File: src/rtl/temp_current_calibration_defines.vh
// Purpose: Shared constants for the temperature/current calibration block
// Assumes: 50 MHz system clock, word-organised register space
// Notes:   Offsets are word addresses; every register is 16 bits
`ifndef TEMP_CURRENT_CALIBRATION_DEFINES_VH
`define TEMP_CURRENT_CALIBRATION_DEFINES_VH

// Register word addresses
`define ADDR_TEMPERATURE_RESULT   8'h08
`define ADDR_CURRENT_RESULT       8'h0a
`define ADDR_TEMPERATURE_AVERAGE  8'h16
`define ADDR_TEMPERATURE_EXTREMES 8'h1a
`define ADDR_THERMISTOR_RATIO     8'h27
`define ADDR_TEMPERATURE_GAIN     8'h2c
`define ADDR_TEMPERATURE_OFFSET   8'h2d
`define ADDR_CURRENT_GAIN_TRIM    8'h2e
`define ADDR_CURRENT_OFFSET_TRIM  8'h2f

// Power-on values
`define RST_TEMPERATURE_RESULT    16'h1600
`define RST_TEMPERATURE_AVERAGE   16'h1600
`define RST_TEMPERATURE_EXTREMES  16'h807f
`define RST_THERMISTOR_RATIO      16'h0000
`define RST_TEMPERATURE_GAIN      16'h4000
`define RST_TEMPERATURE_OFFSET    16'h0000
`define RST_CURRENT_GAIN_TRIM     16'h4000
`define RST_CURRENT_OFFSET_TRIM   16'h0000
`define RST_CURRENT_RESULT        16'h0000
`define RESERVED_READ_VALUE       16'h0000

// Extremes field layout
`define EXT_MAX_MSB 15
`define EXT_MAX_LSB 8
`define EXT_MIN_MSB 7
`define EXT_MIN_LSB 0

// Gain scaling: divide by 16384 is an arithmetic shift by 14
`define TRIM_GAIN_SHIFT 14

// Timing
`define CLK_HZ            50000000
`define CLK_PER_US        50
`define TEMP_PERIOD_MS    1400
`define CUR_PERIOD_US     175800
`define PULLUP_SETTLE_US  8000

// Cycle counts at 50 MHz, sized to the 27-bit period timers
`define TEMP_PERIOD_CYCLES 27'd70000000
`define CUR_PERIOD_CYCLES  27'd8790000
`define SETTLE_CYCLES      27'd400000

`endif

File: src/rtl/trim_calc.v
// Purpose: Gain/offset trim: raw * gain / 16384 + 2 * offset, saturated
// Assumes: Raw sample presented as 17-bit signed, trims as 16-bit signed
// Notes:   Purely combinational; the caller registers the result
`include "temp_current_calibration_defines.vh"

module trim_calc (
  input  wire signed [16:0] rawIn,     // Signed or zero-extended sample
  input  wire signed [15:0] gainIn,    // Signed gain, 4000h is unity
  input  wire signed [15:0] offsetIn,  // Signed offset, applied doubled
  output reg  signed [15:0] resultOut  // Saturated 16-bit result
);

  wire signed [32:0] product;   // Full-precision product
  wire signed [18:0] scaled;    // Product divided by 16384
  wire signed [19:0] sum;       // Scaled value plus doubled offset

  assign product = rawIn * gainIn;
  assign scaled  = product[32:`TRIM_GAIN_SHIFT];
  assign sum     = {scaled[18], scaled} + {{3{offsetIn[15]}}, offsetIn, 1'b0};

  // Clamp instead of wrap so a large trim never flips the sign
  always @* begin
    if (sum > 20'sh07fff) begin
      resultOut = 16'sh7fff;
    end else if (sum < -20'sh08000) begin
      resultOut = 16'sh8000;
    end else begin
      resultOut = sum[15:0];
    end
  end

endmodule // trim_calc

File: src/rtl/temp_current_calibration.v
// Purpose: Trims current samples, runs thermistor conversions, converts
//          ratio to temperature, tracks average and 8-bit extremes, and
//          serves the word register space with coherent reads
// Assumes: Converter handshakes and config bits are in the clk domain;
//          the serial front end presents decoded word accesses
// Notes:   Only power-on reset clears registers; inactive mode keeps all
`include "temp_current_calibration_defines.vh"

module temp_current_calibration #(
  parameter [26:0] TEMP_PERIOD_CYC = `TEMP_PERIOD_CYCLES,
  parameter [26:0] CUR_PERIOD_CYC  = `CUR_PERIOD_CYCLES,
  parameter [26:0] SETTLE_CYC      = `SETTLE_CYCLES
) (
  input  wire        clk,                    // 50 MHz system clock
  input  wire        srst,                   // Synchronous power-on reset
  input  wire        activeMode,             // High while not in shutdown
  input  wire        tempMeasureEnable,      // Temperature measure enable
  input  wire        extTempMode,            // Host supplies temperature
  input  wire        thermistorSwitchEnable, // Open bias after conversion
  input  wire        thermistorForceOn,      // Keep bias always closed
  input  wire [3:0]  averagingWindowConfig,  // Average filter shift
  output wire        currentStart,           // Start current conversion
  input  wire        currentDone,            // Current sample valid
  input  wire [15:0] currentRaw,             // Signed raw current sample
  output wire        thermistorBiasPin,      // Bias pin tied to supply
  output wire        ratioStart,             // Start ratio conversion
  input  wire        ratioDone,              // Ratio sample valid
  input  wire [15:0] thermistorSenseInput,   // Ratiometric sample
  input  wire [7:0]  regAddr,                // Word address
  input  wire        regWrite,               // Word write strobe
  input  wire [15:0] regWrData,              // Word write data
  input  wire        regRdMsb,               // Upper byte read begins
  output reg  [15:0] regRdData               // Held read word
);

  // Thermistor sequencer states, one-hot
  localparam [2:0] ST_IDLE    = 3'b001;
  localparam [2:0] ST_SETTLE  = 3'b010;
  localparam [2:0] ST_CONVERT = 3'b100;

  reg  [2:0]  state_q;        // Sequencer state
  reg  [2:0]  state_d;        // Next sequencer state
  reg  [26:0] tempTimer_q;    // Ratio conversion period counter
  reg  [26:0] settleTimer_q;  // Pullup settle counter
  reg  [26:0] curTimer_q;     // Current conversion period counter
  reg         biasOn_q;       // Internal bias switch state
  reg         ratioStart_q;   // One-cycle start to ratio converter
  reg         curStart_q;     // One-cycle start to current converter

  reg  [15:0] ratio_q;        // thermistor_ratio
  reg  [15:0] temperature_q;  // temperature_result
  reg  [15:0] average_q;      // temperature_average
  reg  [15:0] extremes_q;     // temperature_extremes
  reg  [15:0] tempGain_q;     // temperature_gain
  reg  [15:0] tempOffset_q;   // temperature_offset
  reg  [15:0] curGain_q;      // current_gain_trim
  reg  [15:0] curOffset_q;    // current_offset_trim
  reg  [15:0] curRaw_q;       // Last raw current sample
  reg  [15:0] current_q;      // Trimmed current result
  reg         curLoad_q;      // Raw current captured last cycle
  reg         ratioLoad_q;    // Ratio captured last cycle
  reg         tempUpd_q;      // Temperature written last cycle
  reg         seeded_q;       // Average has been seeded

  wire signed [15:0] curTrim;   // Trimmed current
  wire signed [15:0] tempConv;  // Converted temperature
  wire signed [16:0] avgDiff;   // Reading minus average
  wire signed [16:0] avgStep;   // Shifted difference
  wire signed [7:0]  newWhole;  // Whole-degree part of new reading
  wire signed [7:0]  maxNow;    // Current stored maximum
  wire signed [7:0]  minNow;    // Current stored minimum
  wire               tempTick;  // Ratio period elapsed
  wire               runTemp;   // Temperature measurement running
  wire               wrTemp;    // Host writes temperature
  wire               wrExt;     // Host writes extremes
  reg  [15:0]        rdMux;     // Selected read word

  // Current trim path
  trim_calc currentTrim (
    .rawIn     ({curRaw_q[15], curRaw_q}),
    .gainIn    (curGain_q),
    .offsetIn  (curOffset_q),
    .resultOut (curTrim)
  );

  // Ratio is unsigned, so zero-extend before the signed multiply
  trim_calc tempTrim (
    .rawIn     ({1'b0, ratio_q}),
    .gainIn    (tempGain_q),
    .offsetIn  (tempOffset_q),
    .resultOut (tempConv)
  );

  assign runTemp   = activeMode & tempMeasureEnable;
  assign tempTick  = (tempTimer_q == TEMP_PERIOD_CYC - 27'd1);
  assign wrTemp    = regWrite & (regAddr == `ADDR_TEMPERATURE_RESULT);
  assign wrExt     = regWrite & (regAddr == `ADDR_TEMPERATURE_EXTREMES);

  // Force-on overrides the switch; no pullup glitch between conversions
  assign thermistorBiasPin = biasOn_q | thermistorForceOn;
  assign ratioStart        = ratioStart_q;
  assign currentStart      = curStart_q;

  // Current conversion cadence, timer held at zero in shutdown
  always @(posedge clk) begin
    if (srst) begin
      curTimer_q <= 27'd0;
      curStart_q <= 1'b0;
    end else if (!activeMode) begin
      curTimer_q <= 27'd0; // Shutdown keeps last results
      curStart_q <= 1'b0;
    end else if (curTimer_q == CUR_PERIOD_CYC - 27'd1) begin
      curTimer_q <= 27'd0;
      curStart_q <= 1'b1;
    end else begin
      curTimer_q <= curTimer_q + 27'd1;
      curStart_q <= 1'b0;
    end
  end

  // Capture raw current, then register the trimmed value a cycle later
  always @(posedge clk) begin
    if (srst) begin
      curRaw_q  <= `RST_CURRENT_RESULT;
      curLoad_q <= 1'b0;
      current_q <= `RST_CURRENT_RESULT;
    end else begin
      curLoad_q <= currentDone;
      if (currentDone) begin
        curRaw_q <= currentRaw; // Input sample stored as received
      end
      if (curLoad_q) begin
        current_q <= curTrim;
      end
    end
  end

  // Ratio period counter; stopped while disabled or inactive
  always @(posedge clk) begin
    if (srst) begin
      tempTimer_q <= 27'd0;
    end else if (!runTemp || tempTick) begin
      tempTimer_q <= 27'd0;
    end else begin
      tempTimer_q <= tempTimer_q + 27'd1;
    end
  end

  // Sequencer next state
  always @* begin
    state_d = state_q;
    case (state_q)
      ST_IDLE: begin
        if (runTemp && tempTick) begin
          state_d = ST_SETTLE;
        end
      end
      ST_SETTLE: begin
        if (settleTimer_q == SETTLE_CYC - 27'd1) begin
          state_d = ST_CONVERT;
        end
      end
      ST_CONVERT: begin
        if (ratioDone) begin
          state_d = ST_IDLE;
        end
      end
      default: begin
        state_d = ST_IDLE;
      end
    endcase
  end

  // Sequencer registers, bias switch and converter start
  always @(posedge clk) begin
    if (srst) begin
      state_q       <= ST_IDLE;
      settleTimer_q <= 27'd0;
      biasOn_q      <= 1'b0;
      ratioStart_q  <= 1'b0;
    end else begin
      state_q      <= state_d;
      ratioStart_q <= (state_q == ST_SETTLE) && (state_d == ST_CONVERT);
      if (state_q == ST_SETTLE) begin
        settleTimer_q <= settleTimer_q + 27'd1;
      end else begin
        settleTimer_q <= 27'd0;
      end
      if (state_q == ST_IDLE && state_d == ST_SETTLE) begin
        biasOn_q <= 1'b1;
      end else if (state_q == ST_CONVERT && ratioDone &&
                   thermistorSwitchEnable && !thermistorForceOn) begin
        biasOn_q <= 1'b0;
      end
    end
  end

  // Ratio register: written only by a finished conversion
  always @(posedge clk) begin
    if (srst) begin
      ratio_q     <= `RST_THERMISTOR_RATIO;
      ratioLoad_q <= 1'b0;
    end else begin
      ratioLoad_q <= 1'b0;
      if (state_q == ST_CONVERT && ratioDone) begin
        ratio_q     <= thermistorSenseInput;
        ratioLoad_q <= 1'b1;
      end
    end
  end

  // Temperature register: converter result unless the host owns it.
  // A converter update beats a same-cycle host write in normal mode.
  always @(posedge clk) begin
    if (srst) begin
      temperature_q <= `RST_TEMPERATURE_RESULT;
      tempUpd_q     <= 1'b0;
    end else begin
      tempUpd_q <= 1'b0;
      if (ratioLoad_q && !extTempMode && tempMeasureEnable) begin
        temperature_q <= tempConv;
        tempUpd_q     <= 1'b1;
      end else if (wrTemp) begin
        temperature_q <= regWrData;
        tempUpd_q     <= 1'b1;
      end
    end
  end

  // Exponential average; the window config sets the shift
  assign avgDiff = {temperature_q[15], temperature_q} -
                   {average_q[15], average_q};
  assign avgStep = avgDiff >>> averagingWindowConfig;

  always @(posedge clk) begin
    if (srst) begin
      average_q <= `RST_TEMPERATURE_AVERAGE;
      seeded_q  <= 1'b0;
    end else if (tempUpd_q) begin
      seeded_q <= 1'b1;
      if (!seeded_q) begin
        average_q <= temperature_q;
      end else begin
        average_q <= average_q + avgStep[15:0];
      end
    end
  end

  // Extremes compare on the signed whole-degree byte. A host restart in
  // the same cycle as an update is applied first, so the reading lands.
  assign newWhole = temperature_q[15:8];
  assign maxNow   = wrExt ? regWrData[`EXT_MAX_MSB:`EXT_MAX_LSB]
                          : extremes_q[`EXT_MAX_MSB:`EXT_MAX_LSB];
  assign minNow   = wrExt ? regWrData[`EXT_MIN_MSB:`EXT_MIN_LSB]
                          : extremes_q[`EXT_MIN_MSB:`EXT_MIN_LSB];

  always @(posedge clk) begin
    if (srst) begin
      extremes_q <= `RST_TEMPERATURE_EXTREMES;
    end else if (tempUpd_q) begin
      extremes_q[`EXT_MAX_MSB:`EXT_MAX_LSB] <=
        (newWhole > maxNow) ? newWhole : maxNow;
      extremes_q[`EXT_MIN_MSB:`EXT_MIN_LSB] <=
        (newWhole < minNow) ? newWhole : minNow;
    end else if (wrExt) begin
      extremes_q <= regWrData;
    end
  end

  // Host-writable trims; reset values give unity gain, zero offset
  always @(posedge clk) begin
    if (srst) begin
      tempGain_q   <= `RST_TEMPERATURE_GAIN;
      tempOffset_q <= `RST_TEMPERATURE_OFFSET;
      curGain_q    <= `RST_CURRENT_GAIN_TRIM;
      curOffset_q  <= `RST_CURRENT_OFFSET_TRIM;
    end else if (regWrite) begin
      case (regAddr)
        `ADDR_TEMPERATURE_GAIN:    tempGain_q   <= regWrData;
        `ADDR_TEMPERATURE_OFFSET:  tempOffset_q <= regWrData;
        `ADDR_CURRENT_GAIN_TRIM:   curGain_q    <= regWrData;
        `ADDR_CURRENT_OFFSET_TRIM: curOffset_q  <= regWrData;
        default: begin
          // Read-only and reserved words ignore writes
        end
      endcase
    end
  end

  // Read select across the full 8-bit word space
  always @* begin
    case (regAddr)
      `ADDR_TEMPERATURE_RESULT:   rdMux = temperature_q;
      `ADDR_CURRENT_RESULT:       rdMux = current_q;
      `ADDR_TEMPERATURE_AVERAGE:  rdMux = average_q;
      `ADDR_TEMPERATURE_EXTREMES: rdMux = extremes_q;
      `ADDR_THERMISTOR_RATIO:     rdMux = ratio_q;
      `ADDR_TEMPERATURE_GAIN:     rdMux = tempGain_q;
      `ADDR_TEMPERATURE_OFFSET:   rdMux = tempOffset_q;
      `ADDR_CURRENT_GAIN_TRIM:    rdMux = curGain_q;
      `ADDR_CURRENT_OFFSET_TRIM:  rdMux = curOffset_q;
      default:                    rdMux = `RESERVED_READ_VALUE;
    endcase
  end

  // Both bytes captured at the upper-byte read and held until the next,
  // so the lower byte cannot tear against a mid-read update
  always @(posedge clk) begin
    if (srst) begin
      regRdData <= `RESERVED_READ_VALUE;
    end else if (regRdMsb) begin
      regRdData <= rdMux;
    end
  end

endmodule // temp_current_calibration

File: config.mk
export PLATFORM = sky130hd
export DESIGN_NAME = temp_current_calibration
export DESIGN_NICKNAME = d
export VERILOG_FILES = /design/src/rtl/trim_calc.v /design/src/rtl/temp_current_calibration.v
export VERILOG_INCLUDE_DIRS = /design/src /design/src/rtl
export SDC_FILE = /design/constraint.sdc
export NUM_CORES = 2
export LEC_CHECK = 0
export BUFFER_PORTS_ARGS = -buffer_cell sky130_fd_sc_hd__clkbuf_2
export CAP_MARGIN = 20
export CORE_UTILIZATION = 40
export DETAILED_ROUTE_END_ITERATION = 7
export HOLD_SLACK_MARGIN = 0.03
export REMOVE_ABC_BUFFERS = 1
export SETUP_SLACK_MARGIN = 0.05
export SLEW_MARGIN = 20
export SYNTH_ARGS = -nofsm -noshare
export SYNTH_HDL_FRONTEND = slang
export SYNTH_SLANG_ARGS = --single-unit
File: constraint.sdc
create_clock -name clk -period 23.2 [get_ports clk]
set_input_delay 2.32 -clock clk [delete_from_list [all_inputs] [get_ports clk]]
set_output_delay 2.32 -clock clk [all_outputs]
set_load 0.01 [all_outputs]
==> Word-level counts from Yosys, hierarchy flattened <==
Index checks and enable logic that the tools add are counted.
Widths: inputs -> output; s select.
{ "word_totals": {"reg_bits": 267, "latchBits": 0, "mem_bits_rw": 0, "romBits": 0, "input_bits": 71, "out_inout_bits": 19, "wordCells": 108, "memories": 0} }
{ "op_classes": {"n_addsub": 7, "mul": 2, "n_div": 0, "order_cmp": 6, "n_eq_ne": 17, "shift": 1, "mux": 24, "bitwise": 6, "n_reduce_logical": 23} }
{ "ops": {"columns": ["cell", "count"], "rows": [
  ["$mux 16", 9],
  ["$pmux 16 s9", 1],
  ["$add 27x1->27 const B", 3],
  ["$eq 8x6->1 const B", 5],
  ["$gt 20x16->1 const B", 2],
  ["$lt 20x16->1 const B", 2],
  ["$mul 17x16->33", 1],
  ["$mul 16x16->32", 1],
  ["$mux 8", 4],
  ["$eq 27x19->1 const B", 1],
  ["$eq 27x24->1 const B", 1],
  ["$eq 27x27->1 const B", 1],
  ["$add 19x17->20", 1],
  ["$add 18x17->19", 1],
  ["$sshr 17x4->16", 1],
  ["$sub 16x16->17", 1],
  ["$add 16x16->16", 1],
  ["$eq 8x4->1 const B", 2],
  ["$eq 8x5->1 const B", 2],
  ["$mux 3", 3],
  ["$pmux 3 s3", 1],
  ["$gt 8x8->1", 1],
  ["$logic_and 1x1->1", 8],
  ["$lt 8x8->1", 1],
  ["other kinds (13)", 32]
]} }

==> Longest topological paths before layout <==
{ "logic_depth": {"ltp_word": 7, "depth_mapped": 35, "depth_no_buf": 32} }

==> Modules after synthesis <==
From an unflattened synthesis, not the netlist that was laid out.
{ "unflattened": {"cells_unflattened": 4196, "area_unflattened_um2": 36125.9} }
{ "by_module_without_submodules": {"columns": ["module", "n_inst", "cells_each", "area_each_um2"], "rows": [
  ["temp_current_calibration", 1, 1692, 13847.0],
  ["trim_calc (tempTrim)", 1, 1260, 11159.5],
  ["trim_calc (currentTrim)", 1, 1244, 11119.4]
]} }

==> Worst setup path after synthesis <==
OpenSTA, ideal clock, no wires.
{ "synth_timing": {"path_kind": "register to register", "from": "reg tempGain_q[9]", "to": "reg temperature_q[11]", "setup_time_ns": 0.123, "t_arrival_ns": 8.254, "path_slack_ns": 14.824, "stages_incl_launch_ff": 34, "synth_period_minus_slack_ns": 8.376, "cell_sequence": "dfxtp_1 > clkbuf_1 > clkbuf_1 > nand2_1 > fa_1 > fa_1 > inv_1 > fa_1 > fa_1 > fa_1 > inv_1 > fa_1 > inv_1 > ha_1 > and2_1 > a221o_1 > a31oi_1 > o21ai_0 > o311ai_0 > a21boi_0 > nor3_1 > o21bai_1 > xor2_1 > ha_1 > a21oi_1 > o21ai_0 > a22o_1 > a211oi_1 > nor3_1 > nor3b_1 > o31a_1 > clkbuf_1 > o21a_1 > o21ai_0"} }
{ "synth_via": {"elab_chain_cells": 6, "elab_cells_between_ends": 7} }
{ "synth_lines": {"columns": ["item", "line_no", "rtl"], "rows": [
  ["start, declared", "temp_current_calibration.v:54", "reg [15:0] tempGain_q;"],
  ["start signal, assigned", "temp_current_calibration.v:273", "tempGain_q <= `RST_TEMPERATURE_GAIN;"],
  ["start signal, assigned", "temp_current_calibration.v:279", "`ADDR_TEMPERATURE_GAIN: tempGain_q <= regWrData;"],
  ["$mul 17x16->33 *", "trim_calc.v:17", "assign product = rawIn * gainIn;"],
  ["$add 19x17->20 *", "trim_calc.v:19", "assign sum = {scaled[18], scaled} + {{3{offsetIn[15]}}, offsetIn, 1'b0};"],
  ["$lt 20x16->1", "trim_calc.v:25", "end else if (sum < -20'sh08000) begin"],
  ["$mux 16", "trim_calc.v:25", null],
  ["$mux 16 *", "trim_calc.v:23", "if (sum > 20'sh07fff) begin"],
  ["$mux 16 *", "temp_current_calibration.v:220", "if (ratioLoad_q && !extTempMode && tempMeasureEnable) begin"],
  ["end signal, assigned", "temp_current_calibration.v:216", "temperature_q <= `RST_TEMPERATURE_RESULT;"],
  ["end signal, assigned", "temp_current_calibration.v:221", "temperature_q <= tempConv;"],
  ["end signal, assigned", "temp_current_calibration.v:224", "temperature_q <= regWrData;"],
  ["end, declared", "temp_current_calibration.v:51", "reg [15:0] temperature_q;"]
]} }
Mark *: on every way between the ends. The rest lies on a longest branch, timed or not.
A chain may end at the register's enable or synchronous reset.

==> Worst setup path after layout <==
{ "layout_timing": {"from": "reg tempGain_q[15]", "to": "reg temperature_q[9]"} }
Same word-level chain as after synthesis.

==> results.sh <==
export IMPL_status="completed"
export IMPL_cp_start_kind="flip-flop"
export IMPL_dp_slack_ns=13.47
export IMPL_dp_hpwl_um=71000
export IMPL_min_to="curTimer_q[0]$_SDFF_PP0_"
export IMPL_cts_resized=0
export IMPL_maxSlewHeadroom_pct=33.8
export IMPL_clock_skew_ns=0.0427
export IMPL_area_growth_pct=7.36
export IMPL_fmax_mhz=102
export IMPL_max_stage_delay_ns=0.78
export IMPL_p_total_mw=1.11
export IMPL_clk_latency_ns=0.55
export IMPL_synth_edf_count=0
export IMPL_rr_worst_depth=29
export IMPL_worst_r2r_endpoint="temperature_q[9]$_SDFFE_PP1P_"
export IMPL_mostFrequentLayoutCell="inv_1"
export IMPL_hold_class="reg -> reg"
export IMPL_yosysUniqueCellTypes=78
export IMPL_ys_ff_latch=267
export IMPL_worst_slack_ns=13.42
export IMPL_crit_type="reg -> reg"
export IMPL_synth_cell_area_mm2=0.0334
export IMPL_crit_slowest_cell="nor4_1"
export IMPL_timing_final_hold_violations=0
export IMPL_synthFlopType="dfxtp_1"
export IMPL_instances_no_fill=4925
export IMPL_antenna_left=0
export IMPL_setup_tns_final_ns=0
export IMPL_path_common_cell="fa_1"
export IMPL_powerDensity_mw_per_mm2=31.0
export IMPL_hold_depth=1
export IMPL_first_pass_iters=5
export IMPL_cts_setup_buffers=0
export IMPL_worst_pin_slew_ns=0.990
export IMPL_grt_pass1_vias=26767
export IMPL_setup_viol=0
export IMPL_drv_slew=0
export IMPL_grt_overflow=0
export IMPL_crit_arrival_ns=10.23
export IMPL_crit_path_end_kind="flip-flop"
export IMPL_avgSynthCellArea_um2=8.64
export IMPL_peakVddDrop_v=0.0000484
export IMPL_wirelength_um=91200
export IMPL_antenna_cells=0
export IMPL_hold_buffers=0
export IMPL_synth_cells=3862
export IMPL_yosysSeqAreaShare_pct=16.0
export IMPL_fin_crit_sh_pct=42.2
export IMPL_clkSinkCount=267
export IMPL_placedCellCount=4869
export IMPL_num_vias=26010
export IMPL_antenna_found_initial=3
export IMPL_groute_usage_overall_pct=22.2
export IMPL_cts_buffer_depth=3
export IMPL_drtIter0Drc=1508
export IMPL_rsz0062_at_grt="false"
export IMPL_core_mm2=0.0822
export IMPL_ys_async_sr_fraction_pct=0
export IMPL_grt_start_max_net_pins=83
export IMPL_fin_nets=4647
export IMPL_die_height_um=291
export IMPL_portBuffers=89
export IMPL_cellLeakagePower_nw=16.5
export IMPL_layout_drive_gt1_share_pct=5.76
export IMPL_min_from="curTimer_q[0]$_SDFF_PP0_"
export IMPL_num_rows=105
export IMPL_clock_tree_root_cell="clkbuf_16"
export IMPL_via_per_inst=5.28
export IMPL_die_x_um=291
export IMPL_post_route_min_period_ns=9.78
export IMPL_cts_tree="built"
export IMPL_path_clk_slew_ns=0.06
export IMPL_numCtsBuffers=34
export IMPL_maxCapViolCount=0
export IMPL_yosys_warnings=0
export IMPL_grt_pass1_wl_um=149000
export IMPL_r2r_slack_ns=13.42
export IMPL_wl_per_cell_um=18.5
export IMPL_routabilityCongestion=0.959
export IMPL_die_area_mm2=0.0845
export IMPL_h_tree_depth=2
export IMPL_drc=0
export IMPL_r2r_start="tempGain_q[15]$_SDFFE_PP0P_"
export IMPL_io_pins=90
export IMPL_start_util_pct=40.6
export IMPL_path_max_fanout=15
export IMPL_worstPathRequired_ns=23.65
export IMPL_final_cell_mix="inv_1, nand2_1, fa_1"
## registers in the layout, summed over array words and instances, names as in the netlist, 3 cells and up
register / count
curTimer_q: 27
tempGain_q: 16
settleTimer_q: 27
tempTimer_q: 27
extremes_q: 16
regRdData: 16
average_q: 16
ratio_q: 16
current_q: 16
curRaw_q: 16
tempOffset_q: 16
state_q: 3
temperature_q: 16
curGain_q: 16
curOffset_q: 16
## critical path, delay by kind of cell (launching register included)
kind	cells	cell delay, ns
fa+ha+maj	8	3.76
buf+inv	3	0.36
flops	1	0.70
xor+xnor	1	0.19
compound gates	10	2.82
simple gates	7	1.82
## per-stage QoR
step	util, %	area, um2	hold WS (ns)
floorplan	-	32700	0.413
global placement	42.1	34600	0.425
detailed placement	42.1	34600	0.432
CTS	43.5	35800	0.444
global route	43.5	35800	0.473
finish	43.5	35800	0.443
## logic make-up after synthesis
group                      synth area share (%)
AOI/OAI and AO/OA                          10.9
xor gates and xnor gates                   4.45
adders and majority gates                  38.1
buffers and inverters                      8.71
DFF                                        16.0
muxes                                      4.24
and+or+nand+nor                            17.6
## synth_stat cells (79+ instances only)
cell type / instances / area [um2]
a21oi_1: 192 / 961
xnor2_1: 94 / 823
fa_1: 458 / 9170
mux2i_1: 79 / 791
nor2_1: 249 / 935
nand2_1: 500 / 1880
o21ai_0: 96 / 480
inv_1: 596 / 2240
dfxtp_1: 267 / 5350
and2_1: 233 / 1460
clkbuf_1: 154 / 578
ha_1: 282 / 3530
## cell type report
type | count | area (um2)
Clock buffer | 44 | 970
Clock inverter | 11 | 170
Fill cell | 8163 | 46400
Inverter | 600 | 2250
Multi-Input combinational cell | 2826 | 25100
Sequential cell | 267 | 5350
Tap cell | 1070 | 1340
Timing Repair Buffer | 107 | 587
## report_power, final
part | internal (mW) | total (mW) | switching (mW)
Combinational | 0.0334 | 0.0860 | 0.0526
Clock | 0.329 | 0.547 | 0.217
Sequential | 0.463 | 0.477 | 0.0136
Total | 0.826 | 1.11 | 0.284
## how the worst max path moves through the flow
stage | from | end | slack [ns] | cells past startpoint
floorplan | tempGain_q[15]$_SDFFE_PP0P_ | temperature_q[10]$_SDFFE_PP1P_ | 14.89 | 30
global placement | tempGain_q[5]$_SDFFE_PP0P_ | temperature_q[12]$_SDFFE_PP1P_ | 13.61 | 31
detailed placement | ratio_q[8]$_SDFFE_PP0P_ | temperature_q[9]$_SDFFE_PP1P_ | 13.47 | 30
CTS | ratio_q[8]$_SDFFE_PP0P_ | temperature_q[9]$_SDFFE_PP1P_ | 13.42 | 30
global route | ratio_q[8]$_SDFFE_PP0P_ | temperature_q[9]$_SDFFE_PP1P_ | 12.80 | 30
finish | tempGain_q[15]$_SDFFE_PP0P_ | temperature_q[9]$_SDFFE_PP1P_ | 13.42 | 29
## routing by layer
layer  up-vias  share of wire, %  GRT usage (%)
li1      12375                 -              -
met1     12832                45           29.6
met2       653                47           37.4
met3       146               4.8           2.06
met4         4               3.7           7.81
met5         -             0.031              0
Power figures use the tool's default switching activity.
